File: src/hw/gst_consts.vh
// Register map, field positions, reset values and counts of the timer block.
`ifndef GST_CONSTS_VH
`define GST_CONSTS_VH

// Number of identical timer instances.
`define GST_NUM_TMR     3
// Byte address stride between timer instances.
`define GST_TMR_STRIDE  8'h20

// Word index of each register inside one timer instance.
`define GST_REG_CTRL    3'h0
`define GST_REG_GATE    3'h1
`define GST_REG_CNTL    3'h2
`define GST_REG_CNTH    3'h3
`define GST_REG_STAT    3'h4

// Field positions in the timer_control register.
`define GST_CTL_ON      0
`define GST_CTL_SYNC    2
`define GST_CTL_SOSC    3
`define GST_CTL_PS_LO   4
`define GST_CTL_CS_LO   6

// Field positions in the gate_control and status registers.
`define GST_GATE_EN     0
`define GST_GATE_QUAL   1
`define GST_STAT_OVF    0

// Reset values and the count maximum.
`define GST_CTL_RST     8'h00
`define GST_CNT_RST     16'h0000
`define GST_CNT_MAX     16'hFFFF

// Count clock select encodings.
`define GST_CS_INSTR    2'h0
`define GST_CS_SYS      2'h1
`define GST_CS_PIN      2'h2
`define GST_CS_LFO      2'h3

// Last phase of a four-period instruction cycle.
`define GST_PHASE_LAST  2'h3

`endif

File: src/hw/gst_timer_top.v
// Three gated 16-bit timer cores with clock select, prescaler and APB access.
//
// Our own choices: the placing of the registers and the APB slave port.
`timescale 1ns/1ps
`include "gst_consts.vh"
module gst_timer_top #(
  parameter NT = `GST_NUM_TMR,   // Timer instances.
  parameter CW = 16              // Counter width.
) (
  input  wire          pclk,                  // System clock.
  input  wire          presetn,               // Async reset, active low.
  input  wire          psel,                  // APB select.
  input  wire          penable,               // APB enable.
  input  wire          pwrite,                // APB direction.
  input  wire [7:0]    paddr,                 // APB byte address.
  input  wire [31:0]   pwdata,                // APB write data.
  output wire [31:0]   prdata,                // APB read data.
  output wire          pready,                // APB ready.
  output wire          pslverr,               // APB error, unmapped.
  input  wire [NT-1:0] ext_count_clock_pin,   // External count clocks.
  input  wire          low_freq_internal_osc, // Low-frequency oscillator.
  input  wire          crystal_input_pin,     // Crystal oscillator input.
  input  wire [NT-1:0] gate_qual,             // Gate qualifiers, same clock.
  input  wire          sleep_mode,            // Processor asleep, level.
  output wire [NT-1:0] overflow_flag,         // Sticky overflow flags.
  output wire          wake_req,              // Wake pulse on overflow in sleep.
  output wire          secondary_osc_on,      // Crystal oscillator running.
  output wire          crystal_output_pin     // Crystal amplifier output.
);

  //****************************************************************
  // Functions
  //****************************************************************

  // True when the prescale count has reached the end of its period.
  function pre_done;
    input [2:0] pre;
    input [1:0] ps;
    reg   [2:0] mask;
    begin
      mask     = (3'h1 << ps) - 3'h1;
      pre_done = ((pre & mask) == mask);
    end
  endfunction

  // True when the byte address names a mapped register word.
  function addr_hit;
    input [7:0] a;
    begin
      addr_hit = (a[1:0] == 2'h0) && (a[7] == 1'b0) &&
                 (a[6:5] < NT) && (a[4:2] <= `GST_REG_STAT);
    end
  endfunction

  //****************************************************************
  // Declarations
  //****************************************************************

  reg  [31:0]   prdata_r;
  reg           pready_r;
  reg           pslverr_r;
  reg  [1:0]    phase_r;
  reg           wake_r;
  reg           sosc_on_r;
  reg           xout_r;
  reg  [31:0]   rd_data;

  wire [4:0]    sy_lvl;
  wire [4:0]    sy_rise;
  wire [4:0]    sy_fall;
  wire          acc_ok;
  wire [1:0]    acc_idx;
  wire [2:0]    acc_reg;
  wire          wr_fire;
  wire          phase_last;
  wire [NT*8-1:0]  ctl_all;
  wire [NT-1:0]    gen_all;
  wire [NT*CW-1:0] cnt_all;
  wire [NT-1:0]    ovf_all;
  wire [NT-1:0]    wake_all;
  wire [NT-1:0]    sosc_all;

  //****************************************************************
  // Input synchronizers
  //****************************************************************

  // Pins, low-frequency oscillator and crystal enter through two flops.
  gst_sync #(
    .W (5)
  ) u_sync (
    .clk   (pclk),
    .rst_n (presetn),
    .d     ({crystal_input_pin, low_freq_internal_osc,
             ext_count_clock_pin[2:0]}),
    .lvl   (sy_lvl),
    .rise  (sy_rise),
    .fall  (sy_fall)
  );

  //****************************************************************
  // APB slave
  //****************************************************************

  // Address fields shared by every timer instance.
  assign acc_ok  = addr_hit(paddr);
  assign acc_idx = paddr[6:5];
  assign acc_reg = paddr[4:2];
  assign wr_fire = psel & penable & pready_r & pwrite & acc_ok;

  // Read data multiplexer over the selected instance.
  always @* begin
    rd_data = 32'h0000_0000;
    if (acc_ok) begin
      case (acc_reg)
        `GST_REG_CTRL: rd_data[7:0] = ctl_all[acc_idx*8 +: 8];
        `GST_REG_GATE: begin
          rd_data[`GST_GATE_EN]   = gen_all[acc_idx];
          rd_data[`GST_GATE_QUAL] = gate_qual[acc_idx];
        end
        `GST_REG_CNTL: rd_data[7:0] = cnt_all[acc_idx*CW +: 8];
        `GST_REG_CNTH: rd_data[7:0] = cnt_all[acc_idx*CW + 8 +: 8];
        `GST_REG_STAT: rd_data[`GST_STAT_OVF] = ovf_all[acc_idx];
        default:       rd_data = 32'h0000_0000;
      endcase
    end
  end

  // One wait state: ready rises in the second access cycle.
  // Count bytes are sampled one edge before completion.
  always @(posedge pclk or negedge presetn) begin
    if (!presetn) begin
      pready_r  <= 1'b0;
      pslverr_r <= 1'b0;
      prdata_r  <= 32'h0000_0000;
    end else begin
      pready_r  <= psel & penable & ~pready_r;
      pslverr_r <= psel & penable & ~pready_r & ~acc_ok;
      if (psel & penable & ~pready_r & ~pwrite) begin
        prdata_r <= rd_data;
      end
    end
  end

  assign prdata  = prdata_r;
  assign pready  = pready_r;
  assign pslverr = pslverr_r;

  //****************************************************************
  // Instruction phase counter
  //****************************************************************

  // Four system periods make one instruction cycle.
  always @(posedge pclk or negedge presetn) begin
    if (!presetn) begin
      phase_r <= 2'h0;
    end else begin
      phase_r <= phase_r + 2'h1;
    end
  end

  assign phase_last = (phase_r == `GST_PHASE_LAST);

  //****************************************************************
  // Timer instances
  //****************************************************************

  genvar g;
  generate
    for (g = 0; g < NT; g = g + 1) begin : tmr
      reg  [7:0]    ctl_r;
      reg           gate_en_r;
      reg  [CW-1:0] cnt_r;
      reg  [2:0]    pre_r;
      reg           armed_r;
      reg           pend_r;
      reg           ovf_r;
      reg           tick;

      wire          sel_me = wr_fire & (acc_idx == g);
      wire          wr_ctl = sel_me & (acc_reg == `GST_REG_CTRL);
      wire          wr_gen = sel_me & (acc_reg == `GST_REG_GATE);
      wire          wr_lo  = sel_me & (acc_reg == `GST_REG_CNTL);
      wire          wr_hi  = sel_me & (acc_reg == `GST_REG_CNTH);
      wire          wr_st  = sel_me & (acc_reg == `GST_REG_STAT);
      wire          on     = ctl_r[`GST_CTL_ON];
      wire          async  = ctl_r[`GST_CTL_SYNC];
      wire          sosc   = ctl_r[`GST_CTL_SOSC];
      wire [1:0]    ps     = ctl_r[`GST_CTL_PS_LO +: 2];
      wire [1:0]    cs     = ctl_r[`GST_CTL_CS_LO +: 2];
      // The crystal replaces the pin when its oscillator is enabled.
      wire          x_rise = sosc ? sy_rise[4] : sy_rise[g];
      wire          x_fall = sosc ? sy_fall[4] : sy_fall[g];
      // Gate qualifies counting only while gate_enable is set.
      wire          run    = on & (~gate_en_r | gate_qual[g]);
      // In sleep only the asynchronous pin mode keeps counting.
      wire          awake  = ~sleep_mode |
                             ((cs == `GST_CS_PIN) & async);
      wire          adv    = run & awake & tick & pre_done(pre_r, ps);
      wire          wr_cnt = wr_lo | wr_hi;
      wire          ovf_set = adv & ~wr_cnt & (cnt_r == `GST_CNT_MAX);

      // Select the count tick from the chosen clock source.
      always @* begin
        tick = 1'b0;
        case (cs)
          `GST_CS_SYS:   tick = 1'b1;
          `GST_CS_INSTR: tick = phase_last;
          `GST_CS_LFO:   tick = sy_rise[3];
          `GST_CS_PIN:   begin
            // Unsynchronized mode skips phase alignment.
            if (async) begin
              tick = x_rise & armed_r;
            end else begin
              tick = pend_r & phase_last;
            end
          end
          default:       tick = 1'b0;
        endcase
      end

      // Control and gate enable registers.
      always @(posedge pclk or negedge presetn) begin
        if (!presetn) begin
          ctl_r     <= `GST_CTL_RST;
          gate_en_r <= 1'b0;
        end else begin
          if (wr_ctl) begin
            ctl_r <= pwdata[7:0];
          end
          if (wr_gen) begin
            gate_en_r <= pwdata[`GST_GATE_EN];
          end
        end
      end

      // Falling edge arming and pending synchronized edge.
      // Switching modes drops or adds at most one edge.
      always @(posedge pclk or negedge presetn) begin
        if (!presetn) begin
          armed_r <= 1'b0;
          pend_r  <= 1'b0;
        end else begin
          if (wr_cnt | ~on) begin
            armed_r <= 1'b0;
          end else if (x_fall) begin
            armed_r <= 1'b1;
          end
          if (wr_cnt | ~on | async) begin
            pend_r <= 1'b0;
          end else if (x_rise & armed_r) begin
            pend_r <= 1'b1;
          end else if (phase_last) begin
            pend_r <= 1'b0;
          end
        end
      end

      // Hidden prescale counter, cleared by any count write.
      always @(posedge pclk or negedge presetn) begin
        if (!presetn) begin
          pre_r <= 3'h0;
        end else if (wr_cnt) begin
          pre_r <= 3'h0;
        end else if (run & awake & tick) begin
          pre_r <= pre_r + 3'h1;
        end
      end

      // Counter with byte writes taking priority over an increment.
      always @(posedge pclk or negedge presetn) begin
        if (!presetn) begin
          cnt_r <= `GST_CNT_RST;
        end else if (wr_lo) begin
          cnt_r[7:0] <= pwdata[7:0];
        end else if (wr_hi) begin
          cnt_r[15:8] <= pwdata[7:0];
        end else if (adv) begin
          cnt_r <= cnt_r + 16'h0001;
        end
      end

      // Sticky overflow flag; a new overflow beats a clear.
      always @(posedge pclk or negedge presetn) begin
        if (!presetn) begin
          ovf_r <= 1'b0;
        end else if (ovf_set) begin
          ovf_r <= 1'b1;
        end else if (wr_st & pwdata[`GST_STAT_OVF]) begin
          ovf_r <= 1'b0;
        end
      end

      // Flatten per-instance state for the shared read path.
      assign ctl_all[g*8 +: 8]   = ctl_r;
      assign gen_all[g]          = gate_en_r;
      assign cnt_all[g*CW +: CW] = cnt_r;
      assign ovf_all[g]          = ovf_r;
      assign wake_all[g]         = ovf_set & sleep_mode;
      assign sosc_all[g]         = sosc;
      assign overflow_flag[g]    = ovf_r;
    end
  endgenerate

  //****************************************************************
  // Wake and secondary oscillator
  //****************************************************************

  // Wake pulse follows an overflow taken while asleep.
  always @(posedge pclk or negedge presetn) begin
    if (!presetn) begin
      wake_r <= 1'b0;
    end else begin
      wake_r <= |wake_all;
    end
  end

  // Oscillator runs while any instance enables it, sleep or not.
  // The amplifier output inverts the settled crystal input while any instance enables it, and stays low otherwise.
  always @(posedge pclk or negedge presetn) begin
    if (!presetn) begin
      sosc_on_r <= 1'b0;
      xout_r    <= 1'b0;
    end else begin
      sosc_on_r <= |sosc_all;
      xout_r    <= (|sosc_all) & ~sy_lvl[4];
    end
  end

  assign wake_req           = wake_r;
  assign secondary_osc_on   = sosc_on_r;
  assign crystal_output_pin = xout_r;

endmodule

File: src/hw/gst_sync.v
// Two-stage synchronizer with edge detection for slow external clocks.
`timescale 1ns/1ps
module gst_sync #(
  parameter W = 5
) (
  input  wire         clk,     // System clock.
  input  wire         rst_n,   // Asynchronous reset, active low.
  input  wire [W-1:0] d,       // Asynchronous inputs.
  output wire [W-1:0] lvl,     // Synchronized levels.
  output wire [W-1:0] rise,    // One-cycle rising edge pulses.
  output wire [W-1:0] fall     // One-cycle falling edge pulses.
);

  reg [W-1:0] s1_r;
  reg [W-1:0] s2_r;
  reg [W-1:0] s3_r;

  //****************************************************************
  // Synchronizer chain
  //****************************************************************
  // The first stage feeds only the second stage; edges use stages 2 and 3.
  always @(posedge clk or negedge rst_n) begin
    if (!rst_n) begin
      s1_r <= {W{1'b0}};
      s2_r <= {W{1'b0}};
      s3_r <= {W{1'b0}};
    end else begin
      s1_r <= d;
      s2_r <= s1_r;
      s3_r <= s2_r;
    end
  end

  // Edge pulses from the settled stages.
  assign lvl  = s2_r;
  assign rise = s2_r & ~s3_r;
  assign fall = ~s2_r & s3_r;

endmodule

File: config.mk
export PLATFORM = sky130hd
export DESIGN_NAME = gst_timer_top
export DESIGN_NICKNAME = d
export VERILOG_FILES = /design/src/hw/gst_timer_top.v /design/src/hw/gst_sync.v
export VERILOG_INCLUDE_DIRS = /design/src /design/src/hw
export SDC_FILE = /design/constraint.sdc
export NUM_CORES = 1
export LEC_CHECK = 0
export ABC_CLOCK_PERIOD_IN_PS = 2920
export BUFFER_PORTS_ARGS = -buffer_cell sky130_fd_sc_hd__buf_2
export CAP_MARGIN = 40
export CORE_MARGIN = 2
export CORE_UTILIZATION = 59
export CTS_CLUSTER_DIAMETER = 50
export CTS_CLUSTER_SIZE = 24
export DETAILED_ROUTE_END_ITERATION = 10
export PLACE_DENSITY = 0.79
export SLEW_MARGIN = 30
export SYNTH_ARGS = -nofsm -noshare
export SYNTH_HDL_FRONTEND = slang
export SYNTH_HIERARCHICAL = 1
export SYNTH_SLANG_ARGS = --single-unit
File: constraint.sdc
create_clock -name pclk -period 2.92 [get_ports pclk]
set_input_delay 0.584 -clock pclk [delete_from_list [all_inputs] [get_ports pclk]]
set_output_delay 0.584 -clock pclk [all_outputs]
set_load 0.005 [all_outputs]
* After elaboration in Yosys (flattened, before gate mapping) *
Cells that the tools add are included.

word-level totals
  ROM bits = 0
  flip-flop bits (word level) = 147
  bits in writable memories = 0
  latch bits = 0
  input port bits = 54
  memories = 0
  logic and storage cells = 272

operators by class
  divide/modulo/power cells = 0
  reductions and logical operators = 35
  bitwise gates (word level) = 99
  $add $sub $neg = 11
  $lt $le $gt $ge = 3
  multiplexer cells = 59
  multipliers = 0
  equal/unequal tests = 25
  shift operators = 6

operator list
  kind                                            number
  2-to-1 mux 8 bit                                10
  bitwise AND 1 bit                               59
  adder 16 x 1 -> 16 bit (second input constant)  3
  == test 16 bit (second input constant)          3
  2-to-1 mux 16 bit                               3
  variable part select 48 x 7 -> 8 bit            1
  variable part select 48 x 8 -> 8 bit            1
  2-to-1 mux 1 bit                                31
  nonzero test 2 bit                              15
  variable part select 24 x 6 -> 8 bit            1
  2-to-1 mux 3 bit                                6
  NOT 1 bit                                       18
  one-hot mux 6 bit (3 select lines)              1
  == test 2 bit (second input constant)           8
  one-hot mux 1 bit (4 select lines)              4
  bitwise OR 1 bit                                15
  AND reduction 2 bit                             6
  bitwise AND 5 bit                               2
  logical NOT 2 bit                               5
  NOT 5 bit                                       2
  adder 3 x 1 -> 3 bit (second input constant)    3
  bitwise AND 3 bit                               3
  == test 3 bit                                   3
  nonzero test 3 bit                              3
  17 further kinds                                32

* Depth between registers and ports, before layout *
Gate-level depths: netlist (run 1).

  word-level depth = 13
  mapped depth = 9

* Hierarchy *
Netlist (run 1), hierarchy kept.

modules (own cells, without submodules)
  module         times used  area an instance (um^2)  cells an instance
  gst_timer_top  1           6750.2                   722
  gst_sync       1           462.9                    25

* Worst setup path before layout (run 1) *
OpenSTA, ideal clock, no wires.

  kind = input to register
  start = input port psel
  end = register tmr[2].cnt_r[7]
  data arrival time = 2056 ps
  path slack = 740 ps
  cell stages on the path = 6
  library setup time = 125 ps
  buffers on the path = 1
  required time = 2795 ps
  cell sequence = nand4_2 -> or3b_1 -> or2_1 -> buf_2 -> nor2_4 -> mux2_2

between the ends
  word-level cells in the longest chain between the ends = 8
  elaborated cells on any way between the ends = 11

ends and longest elaborated chain
  what                                                           RTL line                                  RTL
  start, declared                                                gst_timer_top.v:12                        input wire psel,
  bitwise AND 1 bit (*) (4 in a row)                             gst_timer_top.v:108                       assign wr_fire = psel & penable & pready_r & pwrite & acc_ok;
  bitwise AND 1 bit (*)                                          gst_timer_top.v:179                       wire sel_me = wr_fire & (acc_idx == g);
  bitwise AND 1 bit (on tied branches)                           gst_timer_top.v:182, gst_timer_top.v:183
  != test 2 bit (no line) or nonzero test 2 bit (tied branches)  --
  AND reduction 2 bit (no line)                                  --
  end signal, assigned                                           gst_timer_top.v:272                       cnt_r <= `GST_CNT_RST;
  end signal, assigned                                           gst_timer_top.v:274                       cnt_r[7:0] <= pwdata[7:0];
  end signal, assigned                                           gst_timer_top.v:278                       cnt_r <= cnt_r + 16'h0001;
  end, declared                                                  gst_timer_top.v:172                       reg [CW-1:0] cnt_r;

Every way passes the cells marked *; elsewhere a longest branch is shown, timed or not.
A chain may end at the register's enable or synchronous reset.

* Final worst setup path (run 1) *
  start = input port paddr[6]
  end = register tmr[1].cnt_r[15]

between the ends
  word-level cells in the longest chain between the ends = 8
  elaborated cells on any way between the ends = 12

ends and longest elaborated chain
  what                                                       RTL line                                  RTL
  start, declared                                            gst_timer_top.v:15                        input wire [7:0] paddr,
  < comparator 2 bit                                         gst_timer_top.v:51                        (a[6:5] < NT) && (a[4:2] <= `GST_REG_STAT);
  logical AND 1 bit (2 in a row)                             gst_timer_top.v:50                        addr_hit = (a[1:0] == 2'h0) && (a[7] == 1'b0) &&
  bitwise AND 1 bit                                          gst_timer_top.v:108
  bitwise AND 1 bit (*)                                      gst_timer_top.v:179
  bitwise AND 1 bit (on tied branches)                       gst_timer_top.v:183, gst_timer_top.v:182
  nonzero test 2 bit (no line) or NOT 1 bit (tied branches)  --
  AND reduction 2 bit (no line)                              --
  end signal, assigned                                       gst_timer_top.v:272
  end signal, assigned                                       gst_timer_top.v:276                       cnt_r[15:8] <= pwdata[7:0];
  end signal, assigned                                       gst_timer_top.v:278
  end, declared                                              gst_timer_top.v:172

Marked as above.

==> impl_metrics.yaml, run 1 <==
drt:
  post_drt_wl_per_cell_um: 20.63
  num_vias: 6169
  firstDrtPassIters: 6
  wl_mm: 19.57
  final_antenna_net_count: 0
  vias_per_cell: 6.501
  drc: 0
  drt_iter0_markers: 625
power_and_ir_drop:
  p_leak_nw: 3.622
  p_seq_share_pct: 41.6
  p_int_mw: 3.216
  p_per_area_nw_per_um2: 513.6
  power_frac_comb_pct: 5.3
  switching_share_pct: 22.82
  p_sw_uw: 950.6
  ir_drop_mv: 0.5164
  clkPwrFrac_pct: 53.1
  power_mw: 4.166
place:
  place_inst: 917
  post-place-ws_ps: 71.35
  hpwl_mm: 13.85
  port_buffers: 45
  gp_congestion: 0.9288
clock_network:
  clock_path_buffers: 2
  clk_latency_ps: 430
  htreeDepth: 4
  cts_root_buffer: "clkbuf_16"
  clock-sinks: 123
  post_cts_resized: 0
  path_clk_slew_ps: 60
  postCtsSetupBuffers: 0
  tritoncts: "yes"
  cts_hold_buf: 0
  cts_buffers: 17
floorplan:
  die_w_um: 114.5
  core_um2: 11960
  die_area_um2: 13110
  fp-row-count: 40
  die_h_um: 114.5
  initial_core_util_pct: 60.23
  ios: 94
timing:
  tightest_slew_ps: 848.9
  hold_viol: 0
  grt_setup_unrepaired: "no"
  fin_ws_ps: 438.1
  tns_ps: 0
  slew_headroom_pct: 43.30
  finalCritPeriodShare_pct: 85.00
  setup_viol: 0
  slew_violations: 0
  period_minus_slack_ps: 2482
  fmax_mhz: 402.9
  clock_skew_ps: 9.639
flow_run:
  cap_violations: 0
worst_setup_path:
  cp.arrival_ps: 2820
  cp_slowest_cell: "a211oi_2"
  cp-end-kind: "flip-flop"
  worst_setup_path_start_kind: "input port"
  critical_path.startpoint: "paddr[6]"
  critPathKind: "input port to flip-flop"
  crit_fanout: 15
  worst_r2r_startpoint: "pready"
  cp_cell_sequence: "buf_2 -> buf_4 -> nand2b_1 -> nor2_1 -> a211oi_2 -> nand3_1 -> or3_1 -> a31oi_1"
  cp_slowest_stage_delay_ps: 740
  worstPathRequired_ps: 3260
final_layout:
  nNetsFinal: 850
  flow.area_growth_from_synthesis_pct: 12.59
  fin_cells: 949
  drive_gt1_share_pct: 20.22
global_route:
  overflow: 0
  grtUsageTotal_pct: 31.31
  first_global_vias: 6051
  antenna_found_initial: 1
  grt_pass1_wl_mm: 31.52
  grt_start_max_net_pins: 49
synthesis:
  syn-cell-area_um2: 7204
  netlist_instances: 746
  synth.avg_cell_area_um2: 9.657
  yosys_warnings: 6
outcome:
  status: "completed"
worst_hold_path:
  hold_path.class: "input port to async pin"
==> state kept, by name, summed over array words and instances (netlist names) <==
register / count
pready: 1
tmr.gate_en_r: 3
tmr.ovf_r: 3
tmr.armed_r: 3
tmr.cnt_r: 48
tmr.pre_r: 9
secondary_osc_on: 1
u_sync/s3_r: 5
wake_req: 1
tmr.pend_r: 3
crystal_output_pin: 1
u_sync/lvl: 5
prdata: 8
phase_r: 2
pslverr: 1
tmr.ctl_r: 24
u_sync/s1_r: 5
==> final timing paths <==
path                               endpoint  slack (ps)  depth (start not counted)
setup reg to reg           tmr[1].cnt_r[15]         490                          6
setup / recovery           tmr[1].cnt_r[15]         440                          8
hold / removal             tmr[1].cnt_r[15]          80                          1
min in group pclk            u_sync/s1_r[3]         260                          1
hold reg to reg               u_sync/lvl[4]         340                          0
max in group asynchronous    tmr[1].armed_r        2060                          2
==> per-stage QoR <==
| stage | hold slack, ps | util (%) | cell area [um^2] |
|---|---|---|---|
| final | 84.90 | 67.81 | 8112 |
| after global routing | 114.6 | 67.81 | 8112 |
| after CTS | 88.77 | 67.79 | 8109 |
| after detailed placement | 335.6 | 62.60 | 7488 |
| after global placement | 332.3 | 62.60 | 7488 |
| after floorplan | 288.4 | - | 7291 |
==> final cells by class <==
| type | instances | area, um^2 |
|---|---|---|
| clock inverters | 13 | 191.4 |
| well taps | 147 | 183.9 |
| inverters | 12 | 45.04 |
| multi-input cells | 568 | 3776 |
| diodes | 1 | 2.502 |
| fillers | 889 | 3850 |
| flip-flops and latches | 123 | 3078 |
| clock buffers | 18 | 429.2 |
| repair buffers | 67 | 405.4 |
==> cell usage in the layout (no fill, tap or decap), types with 17 or more instances in the layout <==
master / instances
dfrtp_1: 123
nand2_1: 76
nor2_1: 50
buf_2: 44
mux2_2: 34
o21ai_0: 30
mux2i_1: 30
nand3_1: 27
xnor2_1: 27
a21oi_1: 27
conb_1: 24
nor3_1: 22
buf_4: 22
o21ai_1: 20
clkbuf_16: 17
==> per-layer routing <==
metal | vias to the layer above | part of all wire (%) | GRT usage, %
li1 | 2727 | - | -
met4 | 0 | 4.9 | 17.40
met3 | 85 | 9.3 | 6.776
met1 | 2971 | 39 | 40.48
met2 | 386 | 46 | 49.07
met5 | - | 0 | 0
==> critical path, delay by kind of cell <==
family	cells	cell delay, ps
compound gates	2	930
simple gates	4	900
buf+inv	2	400
==> power by group through the flow <==
stage | clock [mW] | sequential [mW] | combinational (mW)
global placement | 0 | 1.76 | 0.209
CTS | 2.24 | 1.73 | 0.215
floorplan | 0 | 1.76 | 0.129
detailed placement | 0 | 1.76 | 0.214
global route | 2.33 | 1.74 | 0.237
finish | 2.21 | 1.73 | 0.220
Power figures use the tool's default switching activity.
==> inputs of run 2 (changes only) <==
ABC_CLOCK_PERIOD_IN_PS = 2090   (was 2920)
CORE_UTILIZATION = 53   (was 59)
PLACE_DENSITY = 0.75   (was 0.79)
clock period = 2.09 ns   (was 2.92 ns; I/O delays follow)
==> impl_metrics.yaml, run 2 (synthesized netlist as in run 1, its figures left out) <==
timing:
  clock_skew_ps: 6.911
  tns_ps: 0
  finalCritPeriodShare_pct: 96.53
  fmax_mhz: 495.7
  hold_viol: 0
  period_minus_slack_ps: 2018
  setup_viol: 0
  slew_violations: 0
global_route:
  grt_pass1_wl_mm: 32.20
  grtUsageMet3_pct: 6.792
  first_global_vias: 5985
  antenna_found_initial: 0
  grt.met2_usage_pct: 44.84
  overflow: 0
  grt_use_met1_pct: 39.46
  grt_busiest_layer: "met2"
  grt_start_max_net_pins: 43
  grtUsageTotal_pct: 29.20
clock_network:
  cts_buffers: 17
  tritoncts: "yes"
  cts_root_buffer: "clkbuf_16"
  clock_path_buffers: 2
  path_clk_slew_ps: 60
  htreeDepth: 4
  clock-sinks: 123
  clk_latency_ps: 420
flow_run:
  cap_violations: 0
final_layout:
  drive_gt1_share_pct: 26.54
  final_core_util_pct: 65.66
  nNetsFinal: 907
  largest-register: "tmr.cnt_r"
  fin_cells: 1035
  fin_area_um2: 8695
  largest_reg_flops: 48
  reg.largest.list: "tmr.cnt_r (48), tmr.ctl_r (24), tmr.pre_r (9)"
  flow.area_growth_from_synthesis_pct: 20.68
  diodes: 0
  final_common_cell: "dfrtp_1"
  fill_cells: 1038
  final_cell_mix: "123 x dfrtp_1, 76 x nand2_1, 71 x buf_4"
floorplan:
  die_area_um2: 14540
  die_h_um: 120.6
  core_um2: 13240
  fp-row-count: 42
  die_w_um: 120.6
  initial_core_util_pct: 54.40
  ios: 94
outcome:
  status: "completed"
drt:
  drc: 0
  drt_iter0_markers: 586
  final_antenna_net_count: 0
  wl_mm: 20.26
  num_vias: 6221
  post_drt_wl_per_cell_um: 19.57
  vias_per_cell: 6.011
  firstDrtPassIters: 6
worst_setup_path:
  r2r_slack_ps: 70
  crit_fanout: 5
  cp-end-kind: "flip-flop"
  critPathKind: "flip-flop to flip-flop"
  worst_setup_path_start_kind: "flip-flop"
  worst_r2r_startpoint: "tmr[0].cnt_r[0]"
  cp.arrival_ps: 2320
  worstPathRequired_ps: 2390
  r2r_end: "tmr[0].cnt_r[14]"
  r2r_cells: 6
place:
  gp_congestion: 0.9472
  place_inst: 998
  place_area_um2: 7978
  port_buffers: 45
  hpwl_mm: 14.72
worst_hold_path:
  hold_end: "u_sync/s1_r[1]"
  hold_path.class: "input port to flip-flop"
  min_from: "ext_count_clock_pin[1]"
  min_path_cells: 1
power_and_ir_drop:
  p_leak_nw: 3.932
  ir_drop_mv: 0.4789
  power_mw: 5.741
  p_per_area_nw_per_um2: 660.2
==> run 2: cell count changes in the layout (fill, tap and decap cells not counted), moves of 2 or more <==
cell	before	now
buf_4	22	71
buf_12	1	5
inv_6	3	7
bufinv_16	4	2
==> run 2: worst max path at each step <==
| stage | endpoint | startpoint | slack (ps) |
|---|---|---|---|
| finish | tmr[0].cnt_r[14] | tmr[0].cnt_r[0] | 70 |
| global route | tmr[1].cnt_r[10] | tmr[1].ctl_r[4] | -2 |
| CTS | tmr[0].cnt_r[11] | u_sync/lvl[4] | -5 |
| detailed placement | tmr[1].cnt_r[8] | paddr[6] | -180 |
| global placement | tmr[2].cnt_r[7] | paddr[6] | -160 |
| floorplan | tmr[2].cnt_r[7] | psel | 80 |
==> run 2: metal layers <==
metal | vias to the layer above | wire length (um)
met5 | - | 0
met4 | 0 | 808
met3 | 65 | 1602
met2 | 321 | 9394
met1 | 2995 | 8450
li1 | 2840 | -
==> run 2: worst max-delay path: stages, from the launching register on <==
cell and delay, ps:
dfrtp_1 400, ha_1 220, nand4_1 240, or4_1 570
nor3_1 220, xnor2_1 150, a21oi_1 90
==> run 2: report_power, final <==
group,leakage (nW),total [mW],switching (mW),internal (mW)
registers,1.67,2.42,0.0149,2.41
clock network,0.289,2.97,1.16,1.81
logic,1.97,0.347,0.227,0.120
total,3.93,5.74,1.40,4.34
==> run 2: cell type report <==
type / instances / area (um^2) / share of cell area, %
multi-input combinational: 568 / 3849 / 44.27
tap: 176 / 220.2 / 2.533
timing repair buffer: 124 / 904.6 / 10.40
sequential: 123 / 3078 / 35.40
inverter: 12 / 45.04 / 0.5181
clock buffer: 18 / 439.2 / 5.051
clock inverter: 14 / 158.9 / 1.828
==> run 2: repair_timing <==
| item | in CTS | in global routing |
|---|---|---|
| pin swaps | 0 | 3 |
| buffers inserted | 0 | 5 |
| hold buffers | 1 | 0 |
| endpoints found under the setup margin | 1 | 26 |
| hold endpoints to repair | 17 | 0 |
| resized for setup | 0 | 15 |
==> run 2: through the flow <==
stage	hold WS, ps	setup slack (ps)
floorplan	122.4	75.74
detailed placement	328.8	-178.4
global placement	327.8	-162.8
finish	98.95	72.45
global route	86.37	-1.668
CTS	86.41	-5.302
==> inputs of run 3 (changes only) <==
PLACE_DENSITY = 0.88   (was 0.75)
==> impl_metrics.yaml, run 3 (synthesized netlist as in run 1, its figures left out) <==
worst_setup_path:
  worstPathRequired_ps: 2390
  cp_slowest_cell: "o41ai_2"
  crit_fanout: 5
  crit_family: "compound AO/OA/AOI/OAI gates"
  path_buf_inv: 0
  cp-end-kind: "flip-flop"
  cp_cell_sequence: "and2b_2 -> mux2_4 -> nand4_1 -> a21boi_4 -> or2_4 -> o41ai_2 -> a31oi_1"
  critPathKind: "flip-flop to flip-flop"
  cp_slowest_stage_delay_ps: 380
  cp.arrival_ps: 2370
  worst_setup_path_start_kind: "flip-flop"
final_layout:
  nNetsFinal: 928
  drive_gt1_share_pct: 29.89
  final_cell_mix: "122 x dfrtp_1, 92 x buf_4, 75 x nand2_1"
  diodes: 0
  final_common_cell: "dfrtp_1"
  fin_cells: 1056
  largest_reg_flops: 48
  reg.largest.list: "tmr.cnt_r (48), tmr.ctl_r (24), tmr.pre_r (9)"
  fill_cells: 949
  fin_area_um2: 8962
  largest-register: "tmr.cnt_r"
  flow.area_growth_from_synthesis_pct: 24.40
floorplan:
  die_w_um: 120.6
  die_area_um2: 14540
  core_um2: 13240
  fp-row-count: 42
  initial_core_util_pct: 54.40
  ios: 94
  die_h_um: 120.6
place:
  port_buffers: 45
  post-place-ws_ps: -270.6
  hpwl_mm: 14.94
  gp_congestion: 0.9639
  place_area_um2: 8108
  place_inst: 1017
clock_network:
  clk_latency_ps: 430
  tritoncts: "yes"
  clock_path_buffers: 2
  htreeDepth: 4
  path_clk_slew_ps: 60
  cts_buffers: 17
  clock-sinks: 123
  cts_root_buffer: "clkbuf_16"
power_and_ir_drop:
  p_leak_nw: 4.055
  p_per_area_nw_per_um2: 645.7
  ir_drop_mv: 0.5540
global_route:
  grt_start_max_net_pins: 51
  grt_pass1_wl_mm: 34.00
  overflow: 0
  first_global_vias: 6421
  antenna_found_initial: 0
  grtUsageTotal_pct: 30.95
drt:
  drt_iter0_markers: 785
  num_vias: 6611
  vias_per_cell: 6.260
  post_drt_wl_per_cell_um: 20.98
  firstDrtPassIters: 7
  drc: 0
  wl_mm: 22.15
  final_antenna_net_count: 0
timing:
  setup_viol: 0
  slew_violations: 0
  clock_skew_ps: 9.262
  finalCritPeriodShare_pct: 99.01
  period_minus_slack_ps: 2069
  fmax_mhz: 483.2
  hold_viol: 0
  fin_ws_ps: 20.60
  grt_setup_unrepaired: "yes"
outcome:
  status: "completed"
worst_hold_path:
  hold_path.class: "input port to flip-flop"
flow_run:
  cap_violations: 0
[run 3: cell count changes in the layout (fill, tap and decap cells not counted), moves of 2 or more]
cell     previous run  this run
inv_6               7         9
nor3b_2             0         2
buf_4              71        92
buf_6               1         3
nor3_2              1         3
nor3_1             22        19
nor3b_1             4         2
[run 3: repair_timing]
item / in CTS / in global routing
pin swaps: 0 / 5
hold buffers: 1 / 0
hold endpoints to repair: 24 / 0
buffers inserted: 0 / 6
resized for setup: 9 / 28
endpoints found under the setup margin: 29 / 46
[run 3: cell type report]
class | count | area [um^2] | share of cell area [%]
Multi-Input combinational cell | 568 | 3966 | 44.26
Inverter | 12 | 45.04 | 0.5026
Sequential cell | 123 | 3079 | 34.36
Timing Repair Buffer | 145 | 1055 | 11.77
Tap cell | 176 | 220.2 | 2.457
Clock buffer | 17 | 425.4 | 4.747
Clock inverter | 15 | 171.4 | 1.913
[run 3: path summary, 6_finish.rpt]
path / cells after the start / startpoint / slack, ps / to
min reg2reg: 0 / u_sync/s1_r[4] / 350 / u_sync/lvl[4]
max in group asynchronous: 3 / presetn / 1040 / tmr[0].cnt_r[4]
min: 1 / ext_count_clock_pin[1] / 90 / u_sync/s1_r[1]
max reg2reg: 7 / u_sync/s3_r[4] / 20 / tmr[0].cnt_r[10]
max: 7 / u_sync/s3_r[4] / 20 / tmr[0].cnt_r[10]
min in group asynchronous: 2 / presetn / 440 / tmr[1].cnt_r[14]
[run 3: report_power, final]
part	switching [mW]	total (mW)	internal [mW]
Clock	1.21	3.00	1.79
Combinational	0.240	0.366	0.126
Sequential	0.0160	2.42	2.41
[run 3: routing by layer]
layer  share of wire (%)  wire, um  global-route usage (%)
met1                  38      8485                   40.19
met2                  46     10270                   47.60
met3                 9.2      2032                   6.981
met4                 6.2      1363                   18.02
met5                   0         0                       0
[run 3: through the flow]
stage	power [mW]	utilization, %	hold slack (ps)	setup TNS (ps)
after global routing	5.949	67.68	74.72	-200.2
after detailed placement	2.810	61.22	335.5	-8600
after CTS	5.787	66.21	80.29	-3.031
final	5.787	67.68	88.33	0
after floorplan	2.642	-	122.4	0
after global placement	2.801	61.22	331.7	-5488
